**config.mk**
```make
export PLATFORM = sky130hd
export DESIGN_NAME = pcg_clock_gen
export DESIGN_NICKNAME = d
export VERILOG_FILES = /design/src/pcg_pkg.sv /design/src/pcg_clock_gen.sv
export VERILOG_INCLUDE_DIRS = /design/src
export SDC_FILE = /design/constraint.sdc
export NUM_CORES = 1
export LEC_CHECK = 0
export BUFFER_PORTS_ARGS = -buffer_cell sky130_fd_sc_hd__buf_2
export CORE_MARGIN = 2
export CORE_UTILIZATION = 54
export CTS_CLUSTER_SIZE = 16
export DETAILED_ROUTE_END_ITERATION = 10
export PLACE_DENSITY = 0.82
export SLEW_MARGIN = 20
export SYNTH_ARGS = -nofsm -noshare
export SYNTH_HDL_FRONTEND = slang
export SYNTH_SLANG_ARGS = --single-unit
```
**constraint.sdc**
```tcl
create_clock -name ref_clk_i -period 6.8 [get_ports ref_clk_i]
set_input_delay 1.02 -clock ref_clk_i [delete_from_list [all_inputs] [get_ports ref_clk_i]]
set_output_delay 1.02 -clock ref_clk_i [all_outputs]
set_load 0.01 [all_outputs]
```
**src/pcg_consts.svh**
```systemverilog
// Offsets, field positions, reset values and timing figures of the clock generator
`ifndef PCG_CONSTS_SVH
`define PCG_CONSTS_SVH

// ----------------------------------------------------------------
// Register byte offsets
// ----------------------------------------------------------------
`define PCG_OFF_RATIO 4'h0
`define PCG_OFF_STATUS 4'h4
`define PCG_OFF_PSAVE 4'h8
`define PCG_OFF_PROT 4'hc

// ----------------------------------------------------------------
// Field positions and values
// ----------------------------------------------------------------
`define PCG_RATIO_LOW_BIT 0
`define PCG_RATIO_HIGH_BIT 1
`define PCG_LOCK_BIT 0
`define PCG_PERR_BIT 4
`define PCG_PS_STOP_BIT 1
`define PCG_PS_IDLE_BIT 2
`define PCG_PS_CLKO_LO 6
`define PCG_PS_CLKO_HI 7
`define PCG_RATIO_RST 2'h0
`define PCG_CLKO_RST 2'h0
`define PCG_CLKO_INHIBIT 2'h3
`define PCG_PROT_KEY 8'ha5

// ----------------------------------------------------------------
// Timing
// ----------------------------------------------------------------
`define PCG_CLK_KHZ 50000
`define PCG_CLK_NS 20
`define PCG_OSC_STAB_NS 20000
`define PCG_LOCK_NS 40000
`define PCG_FREE_RUN_KHZ 1000
`define PCG_PLL_MULT 5

`endif

```
**src/pcg_pkg.sv**
```systemverilog
// Types shared by the clock generator
package pcg_pkg;
  typedef enum logic [1:0] {
    PCG_RATIO_X5,
    PCG_RATIO_BAD,
    PCG_RATIO_X1,
    PCG_RATIO_HALF
  } pcg_ratio_e;

  typedef enum logic [2:0] {
    PCG_ST_NORMAL,
    PCG_ST_HALT,
    PCG_ST_IDLE,
    PCG_ST_STOP,
    PCG_ST_OSC_WAIT
  } pcg_state_e;

  typedef logic [1:0] pcg_resp_t;
endpackage

```
**src/pcg_clock_gen.sv**
```systemverilog
// Clock generator with PLL ratio control, lock status and power-save modes
// Summary of operation
// - Mode pin is caught at reset and held: low means PLL, high means direct.
// - Direct mode: system clock is the oscillator input halved.
// - PLL mode after reset: system clock is five times the input.
// - PLL mode with input lost: clock free-runs near 1 MHz.
// - Ratio register takes a write only after the protect key.
// - Ratio 00 gives x5, 10 gives x1, 11 gives half; 01 is refused.
// - PLL counts as unlocked after reset and after leaving STOP until lock time passes.
// - Status register shows the lock flag.
// - Status register shows a protect error flag set by a bad protected write.
// - Oscillator settle time is shorter than lock time; lock governs readiness.
// - HALT stops only the CPU clock.
// - IDLE stops every internal clock, oscillator and PLL keep running.
// - Leaving IDLE resumes at once, no settle wait.
// - IDLE is entered by a protected write to power-save control.
// - STOP is entered by a protected write and halts oscillator, PLL, all clocks.
// - After STOP the system clock waits for the oscillator settle time.
// - Clock output inhibit keeps the system clock off its output pin.
//
// Decided for this implementation: the AXI4-Lite register port and the register offsets.
`timescale 1ns/10ps
`include "pcg_consts.svh"

module pcg_clock_gen #(
  parameter int CNT_W = 16,
  parameter int OSC_STAB_CYC = (`PCG_OSC_STAB_NS + `PCG_CLK_NS - 1) / `PCG_CLK_NS,
  parameter int LOCK_CYC = (`PCG_LOCK_NS + `PCG_CLK_NS - 1) / `PCG_CLK_NS,
  parameter int LOSS_CYC = 1000
) (
  // Clock and reset
  input wire logic ref_clk_i,
  input wire logic rst_i,
  // Pins
  input wire logic mode_select_pin_i,
  input wire logic osc_input_pin_i,
  output logic system_clock_output_pin_o,
  // Core events
  input wire logic halt_req_i,
  input wire logic wake_i,
  // Clock gates
  output logic cpu_clk_en_o,
  output logic periph_clk_en_o,
  output logic osc_run_o,
  output logic pll_run_o,
  output logic sys_clk_o,
  // AXI4-Lite slave
  input wire logic [3:0] s_axi_awaddr,
  input wire logic s_axi_awvalid,
  output logic s_axi_awready,
  input wire logic [31:0] s_axi_wdata,
  input wire logic [3:0] s_axi_wstrb,
  input wire logic s_axi_wvalid,
  output logic s_axi_wready,
  output pcg_pkg::pcg_resp_t s_axi_bresp,
  output logic s_axi_bvalid,
  input wire logic s_axi_bready,
  input wire logic [3:0] s_axi_araddr,
  input wire logic s_axi_arvalid,
  output logic s_axi_arready,
  output logic [31:0] s_axi_rdata,
  output pcg_pkg::pcg_resp_t s_axi_rresp,
  output logic s_axi_rvalid,
  input wire logic s_axi_rready
);
  import pcg_pkg::*;

  localparam int FREE_HALF = `PCG_CLK_KHZ / (2 * `PCG_FREE_RUN_KHZ);

  // Half period of the generated clock in reference cycles
  function automatic logic [CNT_W-1:0] half_period(input logic [CNT_W-1:0] per, input logic [1:0] ratio,
                                                   input logic lost);
    logic [CNT_W-1:0] h;
    h = CNT_W'(FREE_HALF);
    if (!lost) begin
      case (ratio)
        PCG_RATIO_X1: h = per >> 1;
        PCG_RATIO_HALF: h = per;
        default: h = per / CNT_W'(2 * `PCG_PLL_MULT);
      endcase
    end
    if (h == '0) begin
      h = CNT_W'(1);
    end
    return h;
  endfunction

  // ----------------------------------------------------------------
  // State
  // ----------------------------------------------------------------
  logic direct_q;
  logic [1:0] ratio_q, ratio_d;
  logic [1:0] clko_q, clko_d;
  logic arm_q, arm_d;
  logic perr_q, perr_d;
  pcg_state_e st_q, st_d;
  logic [CNT_W-1:0] wait_q, wait_d;
  logic [CNT_W-1:0] lock_q, lock_d;
  logic osc_q, osc_d;
  logic [CNT_W-1:0] gap_q, gap_d, per_q, per_d, tick_q, tick_d;
  logic lost_q, lost_d, clk_q, clk_d, clko_pin_q, clko_pin_d;
  logic awr_q, awr_d, wr_q, wr_d, bv_q, bv_d, arr_q, arr_d, rv_q, rv_d;
  logic [3:0] awa_q, awa_d;
  logic [7:0] wd_q, wd_d;
  logic wen_q, wen_d;
  logic [31:0] rd_q, rd_d;
  pcg_resp_t br_q, br_d, rr_q, rr_d;
  logic do_wr, go_stop, go_idle, locked;

  // ----------------------------------------------------------------
  // Mode pin capture
  // ----------------------------------------------------------------
  // Caught every cycle that reset is held, frozen after release
  always_ff @(posedge ref_clk_i) begin
    if (rst_i) begin
      direct_q <= mode_select_pin_i;
    end
  end

  // ----------------------------------------------------------------
  // AXI4-Lite slave
  // ----------------------------------------------------------------
  // Address and data are latched separately; the write acts once both are held
  assign do_wr = awr_q == 1'b0 && wr_q == 1'b0 && !bv_q;
  always_comb begin
    awr_d = awr_q;
    wr_d = wr_q;
    awa_d = awa_q;
    wd_d = wd_q;
    wen_d = wen_q;
    bv_d = bv_q;
    br_d = br_q;
    arr_d = arr_q;
    rv_d = rv_q;
    rd_d = rd_q;
    rr_d = rr_q;
    if (s_axi_awvalid && awr_q) begin
      awa_d = s_axi_awaddr;
      awr_d = 1'b0;
    end
    if (s_axi_wvalid && wr_q) begin
      wd_d = s_axi_wdata[7:0];
      wen_d = s_axi_wstrb[0];
      wr_d = 1'b0;
    end
    if (do_wr) begin
      bv_d = 1'b1;
      br_d = (awa_q[1:0] == 2'h0) ? 2'h0 : 2'h2;
    end
    if (bv_q && s_axi_bready) begin
      bv_d = 1'b0;
      awr_d = 1'b1;
      wr_d = 1'b1;
    end
    if (s_axi_arvalid && arr_q) begin
      arr_d = 1'b0;
      rv_d = 1'b1;
      rr_d = 2'h0;
      case (s_axi_araddr)
        `PCG_OFF_RATIO: rd_d = {30'h0, ratio_q};
        `PCG_OFF_STATUS: rd_d = {27'h0, perr_q, 3'h0, locked};
        `PCG_OFF_PSAVE: rd_d = {24'h0, clko_q, 6'h0};
        `PCG_OFF_PROT: rd_d = 32'h0;
        default: begin
          rd_d = 32'h0;
          rr_d = 2'h2;
        end
      endcase
    end
    if (rv_q && s_axi_rready) begin
      rv_d = 1'b0;
      arr_d = 1'b1;
    end
  end

  always_ff @(posedge ref_clk_i) begin
    if (rst_i) begin
      awr_q <= 1'b1;
      wr_q <= 1'b1;
      awa_q <= 4'h0;
      wd_q <= 8'h0;
      wen_q <= 1'b0;
      bv_q <= 1'b0;
      br_q <= 2'h0;
      arr_q <= 1'b1;
      rv_q <= 1'b0;
      rd_q <= 32'h0;
      rr_q <= 2'h0;
    end else begin
      awr_q <= awr_d;
      wr_q <= wr_d;
      awa_q <= awa_d;
      wd_q <= wd_d;
      wen_q <= wen_d;
      bv_q <= bv_d;
      br_q <= br_d;
      arr_q <= arr_d;
      rv_q <= rv_d;
      rd_q <= rd_d;
      rr_q <= rr_d;
    end
  end

  // ----------------------------------------------------------------
  // Protected registers
  // ----------------------------------------------------------------
  // Key write arms one following write; any other write with byte 0 strobed disarms
  always_comb begin
    ratio_d = ratio_q;
    clko_d = clko_q;
    arm_d = arm_q;
    perr_d = perr_q;
    go_stop = 1'b0;
    go_idle = 1'b0;
    if (do_wr && wen_q) begin
      arm_d = 1'b0;
      case (awa_q)
        `PCG_OFF_PROT: arm_d = (wd_q == `PCG_PROT_KEY);
        `PCG_OFF_STATUS: begin
          if (wd_q[`PCG_PERR_BIT]) begin
            perr_d = 1'b0;
          end
        end
        `PCG_OFF_RATIO: begin
          if (!arm_q) begin
            perr_d = 1'b1;
          end else if (wd_q[1:0] != PCG_RATIO_BAD) begin
            ratio_d = wd_q[`PCG_RATIO_HIGH_BIT:`PCG_RATIO_LOW_BIT];
          end
        end
        `PCG_OFF_PSAVE: begin
          if (!arm_q) begin
            perr_d = 1'b1;
          end else begin
            clko_d = wd_q[`PCG_PS_CLKO_HI:`PCG_PS_CLKO_LO];
            go_stop = wd_q[`PCG_PS_STOP_BIT];
            go_idle = wd_q[`PCG_PS_IDLE_BIT];
          end
        end
        default: arm_d = 1'b0;
      endcase
    end
  end

  always_ff @(posedge ref_clk_i) begin
    if (rst_i) begin
      ratio_q <= `PCG_RATIO_RST;
      clko_q <= `PCG_CLKO_RST;
      arm_q <= 1'b0;
      perr_q <= 1'b0;
    end else begin
      ratio_q <= ratio_d;
      clko_q <= clko_d;
      arm_q <= arm_d;
      perr_q <= perr_d;
    end
  end

  // ----------------------------------------------------------------
  // Power-save sequencer and lock timer
  // ----------------------------------------------------------------
  // Lock timer runs from reset and restarts on leaving STOP; it is longer than the
  // oscillator wait, so lock is the last thing to become ready
  assign locked = lock_q == CNT_W'(LOCK_CYC);
  always_comb begin
    st_d = st_q;
    wait_d = wait_q;
    lock_d = lock_q;
    if (st_q != PCG_ST_STOP && !locked) begin
      lock_d = lock_q + CNT_W'(1);
    end
    case (st_q)
      PCG_ST_NORMAL: begin
        if (go_stop) begin
          st_d = PCG_ST_STOP;
        end else if (go_idle) begin
          st_d = PCG_ST_IDLE;
        end else if (halt_req_i) begin
          st_d = PCG_ST_HALT;
        end
      end
      PCG_ST_HALT, PCG_ST_IDLE: begin
        if (wake_i) begin
          st_d = PCG_ST_NORMAL;
        end
      end
      PCG_ST_STOP: begin
        lock_d = '0;
        if (wake_i) begin
          st_d = PCG_ST_OSC_WAIT;
          wait_d = '0;
        end
      end
      PCG_ST_OSC_WAIT: begin
        wait_d = wait_q + CNT_W'(1);
        if (wait_q == CNT_W'(OSC_STAB_CYC - 1)) begin
          st_d = PCG_ST_NORMAL;
        end
      end
      default: st_d = PCG_ST_NORMAL;
    endcase
  end

  always_ff @(posedge ref_clk_i) begin
    if (rst_i) begin
      st_q <= PCG_ST_NORMAL;
      wait_q <= '0;
      lock_q <= '0;
    end else begin
      st_q <= st_d;
      wait_q <= wait_d;
      lock_q <= lock_d;
    end
  end

  // ----------------------------------------------------------------
  // Clock synthesis
  // ----------------------------------------------------------------
  // The input period is measured in reference cycles; the output toggles at a
  // fraction of it. Resolution is limited by the 50 MHz reference.
  always_comb begin
    osc_d = osc_input_pin_i;
    gap_d = gap_q;
    per_d = per_q;
    lost_d = lost_q;
    tick_d = tick_q;
    clk_d = clk_q;
    if (osc_input_pin_i && !osc_q) begin
      per_d = gap_q + CNT_W'(1);
      gap_d = '0;
      lost_d = 1'b0;
    end else if (gap_q == CNT_W'(LOSS_CYC)) begin
      lost_d = 1'b1;
    end else begin
      gap_d = gap_q + CNT_W'(1);
    end
    if (direct_q) begin
      if (osc_input_pin_i && !osc_q) begin
        clk_d = !clk_q;
      end
    end else if (tick_q + CNT_W'(1) >= half_period(per_q, ratio_q, lost_q)) begin
      tick_d = '0;
      clk_d = !clk_q;
    end else begin
      tick_d = tick_q + CNT_W'(1);
    end
    // IDLE, STOP and the oscillator wait hold the system clock low
    if (st_q != PCG_ST_NORMAL && st_q != PCG_ST_HALT) begin
      clk_d = 1'b0;
    end
    clko_pin_d = clk_d && clko_d != `PCG_CLKO_INHIBIT;
  end

  always_ff @(posedge ref_clk_i) begin
    if (rst_i) begin
      osc_q <= 1'b0;
      gap_q <= '0;
      per_q <= '0;
      lost_q <= 1'b0;
      tick_q <= '0;
      clk_q <= 1'b0;
      clko_pin_q <= 1'b0;
    end else begin
      osc_q <= osc_d;
      gap_q <= gap_d;
      per_q <= per_d;
      lost_q <= lost_d;
      tick_q <= tick_d;
      clk_q <= clk_d;
      clko_pin_q <= clko_pin_d;
    end
  end

  // ----------------------------------------------------------------
  // Outputs
  // ----------------------------------------------------------------
  // Gates are registered from the next state, so each comes from a flop and changes with st_q
  always_ff @(posedge ref_clk_i) begin
    if (rst_i) begin
      cpu_clk_en_o <= 1'b0;
      periph_clk_en_o <= 1'b0;
      osc_run_o <= 1'b0;
      pll_run_o <= 1'b0;
    end else begin
      cpu_clk_en_o <= st_d == PCG_ST_NORMAL;
      periph_clk_en_o <= st_d == PCG_ST_NORMAL || st_d == PCG_ST_HALT;
      osc_run_o <= !direct_q && st_d != PCG_ST_STOP;
      pll_run_o <= !direct_q && st_d != PCG_ST_STOP;
    end
  end

  assign sys_clk_o = clk_q;
  assign system_clock_output_pin_o = clko_pin_q;
  assign s_axi_awready = awr_q;
  assign s_axi_wready = wr_q;
  assign s_axi_bvalid = bv_q;
  assign s_axi_bresp = br_q;
  assign s_axi_arready = arr_q;
  assign s_axi_rvalid = rv_q;
  assign s_axi_rdata = rd_q;
  assign s_axi_rresp = rr_q;
endmodule

```
==> flow_summary.json <==
{
  "status": "finished with violations",
  "violations": "setup timing",
  "dp_hpwl_um": 14900,
  "synthMuxAreaShare": 0.0210,
  "grt_pass1_vias": 7659,
  "async_reset_ff_frac": 0,
  "path_clk_slew_ns": 0.06,
  "synth_edf_count": 1,
  "cp-start-kind": "flip-flop",
  "max_slew.worst_pin.slew_ns": 0.947,
  "min_period_over_period": 1.05,
  "die_x_um": 128,
  "io_pins": 102,
  "crit_top_cell": "a21o_1",
  "synth_adder_area_share": 0.0343,
  "fin_cells": 1411,
  "clk_path_buf_depth": 2,
  "synth.distinct_cells": 94,
  "drive_gt1_frac": 0.222,
  "dp_cells": 1367,
  "grt_usage": 0.266,
  "crit_type": "flip-flop to flip-flop",
  "dr_wl_met3_um": 1200,
  "avgViaCountPerCell": 5.99,
  "slowest_stage": "or4b_4",
  "hp-start": "wd_q[5]",
  "synth_cells": 1087,
  "grt_overflow": 0,
  "min_path_type": "flip-flop to flip-flop",
  "fill_cells": 1173,
  "drt_wl_total_um": 21900,
  "max-vdd-ir-drop_mv": 0.191,
  "endpoint": "tick_q[4]",
  "reg2reg_slack_ns": -0.37,
  "synth_top_family_by_area": "simple AND/OR/NAND/NOR gates",
  "slew_headroom": 0.369,
  "root_buffer": "clkbuf_16",
  "antenna_cells": 0,
  "endpoint_kind": "flip-flop",
  "synth_compound_area_frac": 0.230,
  "clock-skew-final_ns": 0.0102,
  "ys_warn_count": 0,
  "drt_iter0_drc": 721,
  "cts.sinks": 122,
  "drv_slew": 0,
  "htree_levels": 4,
  "nets": 1287,
  "design.core.area_sq_um": 15100,
  "initial_core_util": 0.550,
  "cts_buffers": 17,
  "grt_first_pass_wirelength_um": 36000,
  "dp_slack_ns": -0.682,
  "yosys.area_share.simple": 0.283,
  "p_leak_nw": 3.92,
  "r2r_end": "tick_q[4]",
  "grt_max_degree": 74,
  "areaGrowthSynthToFinish_pct": 22.9,
  "insertion_delay_ns": 0.43,
  "ys_top_cells_by_count": "dfxtp_1 (121), nand2_1 (118), nor2_1 (108), nand3_1 (77), a21oi_1 (74)",
  "antenna_found_initial": 0,
  "first_pass_iters": 5,
  "synth-xor-area-share": 0.0600,
  "critPathRequiredTime_ns": 7.14,
  "dieArea_sq_um": 16400,
  "num_rows": 45,
  "ff2ff_path_depth": 36,
  "fin_total_pwr_mw": 1.79,
  "antenna_left": 0,
  "vias": 8446,
  "highest_layer": "met4",
  "syn_area_per_cell_sq_um": 7.66,
  "setup_viol": 18,
  "r2r-start": "per_q[11]",
  "p_per_area_nw_per_um2": 175,
  "gp_congestion": 0.918,
  "crit_path_max_fanout": 7,
  "drc_errors": 0,
  "dieHeight_um": 128,
  "synth_top_cell_area_share": 0.291,
  "ys_seq_area_frac": 0.295,
  "cts_hold_buf": 0,
  "synth_area_leaders": "dfxtp_1 (29%), nand2_1 (5.3%), nor2_1 (4.9%), nand3_1 (4.6%), a21oi_1 (4.4%)",
  "yosysTopAreaCell": "dfxtp_1",
  "fin_crit_ns": 7.17,
  "cts_tree": "built",
  "wl_met2_um": 10600,
  "whs_ns": 0.461,
  "fmax_mhz": 139,
  "critPathArrivalTime_ns": 7.51,
  "met1_length_um": 9550,
  "port_buffers": 45,
  "ys.flop_type": "dfxtp_1",
  "yosysMostFrequentCell": "dfxtp_1",
  "worst_slack_ns": -0.370,
  "final_util": 0.676,
  "wire_per_inst_um": 15.5,
  "syn_area_sq_um": 8330,
  "rsz0062_at_grt": "true",
  "ys_ff_latch": 122,
  "max_stage_delay_ns": 0.48,
  "critPathLaunch": "per_q[11]",
  "finalHoldViolCount": 0,
  "cap_violations": 0
}
layout by cell type (no fill, tap or decap), drive strengths merged, types with 5 or more instances in the layout:
| cell | Yosys | routed |
|---|---|---|
| a2111oi | 8 | 8 |
| a211oi | 10 | 10 |
| a21o | 14 | 14 |
| a21oi | 74 | 74 |
| a311oi | 6 | 6 |
| a31oi | 11 | 11 |
| a32oi | 5 | 5 |
| and2 | 5 | 5 |
| and3 | 17 | 17 |
| buf | 57 | 167 |
| clkbuf | 34 | 21 |
| clkinv | 2 | 5 |
| conb | 1 | 29 |
| dfxtp | 121 | 121 |
| ha | 22 | 22 |
| inv | 32 | 34 |
| mux2i | 13 | 13 |
| nand2 | 118 | 118 |
| nand2b | 12 | 12 |
| nand3 | 78 | 78 |
| nand3b | 5 | 5 |
| nand4 | 12 | 12 |
| nor2 | 111 | 111 |
| nor2b | 22 | 22 |
| nor3 | 34 | 34 |
| nor4 | 10 | 10 |
| o2111ai | 6 | 6 |
| o211ai | 19 | 19 |
| o21ai | 45 | 45 |
| o22ai | 13 | 13 |
| o311ai | 5 | 5 |
| o31ai | 9 | 9 |
| or2 | 9 | 9 |
| or3 | 14 | 14 |
| or4b | 5 | 5 |
| xnor2 | 30 | 30 |
| xor2 | 27 | 27 |
critical path: cells and delay by family, from the launching register on:
family,cells,cell delay [ns]
buffers and inverters,6,0.96
adders and majority gates,1,0.24
DFF,1,0.34
and+or+nand+nor,8,1.28
xor gates and xnor gates,1,0.17
AOI/OAI and AO/OA,20,4.06
registers in the layout (all words and copies together) (netlist names), 2 cells and up:
signal,cells
wait_q,16
wd_q,8
s_axi_rdata,5
gap_q,16
clko_q,2
st_q,3
ratio_q,2
per_q,16
awa_q,4
tick_q,16
lock_q,16
metrics by stage:
step                setup TNS, ns  instance area [sq um]
floorplan                       0                   8490
global placement            -7.63                   9270
detailed placement         -10.44                   9270
CTS                         -2.58                  10100
global route               -12.24                  10200
finish                      -4.81                  10200
where the power goes:
part	leakage, nW	internal [mW]	switching [mW]
clock	0.306	0.622	0.340
combinational	2.62	0.0274	0.0504
sequential	0.994	0.731	0.0172
total	3.92	1.38	0.408
repair_timing:
item                                    in CTS  in global routing
resized for setup                           36                 20
buffers inserted                             7                  4
cloned                                       0                  1
endpoints found under the setup margin      18                 18
pin swaps                                   43                 15
layout make-up:
class | instances | area, sq um | area share
Clock buffer | 21 | 482 | 0.0471
Clock inverter | 11 | 158 | 0.0154
Inverter | 34 | 131 | 0.0128
Multi-Input combinational cell | 868 | 5590 | 0.547
Sequential cell | 122 | 2460 | 0.240
Tap cell | 188 | 235 | 0.0230
Timing Repair Buffer | 167 | 1170 | 0.115
worst min-delay path by stage:
| stage | to | slack (ns) | depth (start not counted) |
|---|---|---|---|
| after floorplan | per_q[0] | 0.43 | 2 |
| after global placement | awa_q[1] | 0.44 | 2 |
| after detailed placement | per_q[0] | 0.45 | 2 |
| after CTS | wd_q[5] | 0.46 | 2 |
| after global routing | wd_q[5] | 0.48 | 2 |
| final | wd_q[5] | 0.46 | 2 |
cells by family after synthesis:
family | Yosys count
compound gates | 271
simple gates | 471
flops | 122
xor+xnor | 57
buf+inv | 125
other cells | 1
fa+ha+maj | 23
mux | 17
layer usage:
layer,vias to the layer above,global-route usage
met3,46,0.0480
met2,312,0.444
met1,3935,0.342
li1,4153,-
met4,0,0.100
met5,-,0
(Power assumes the default switching activity.)
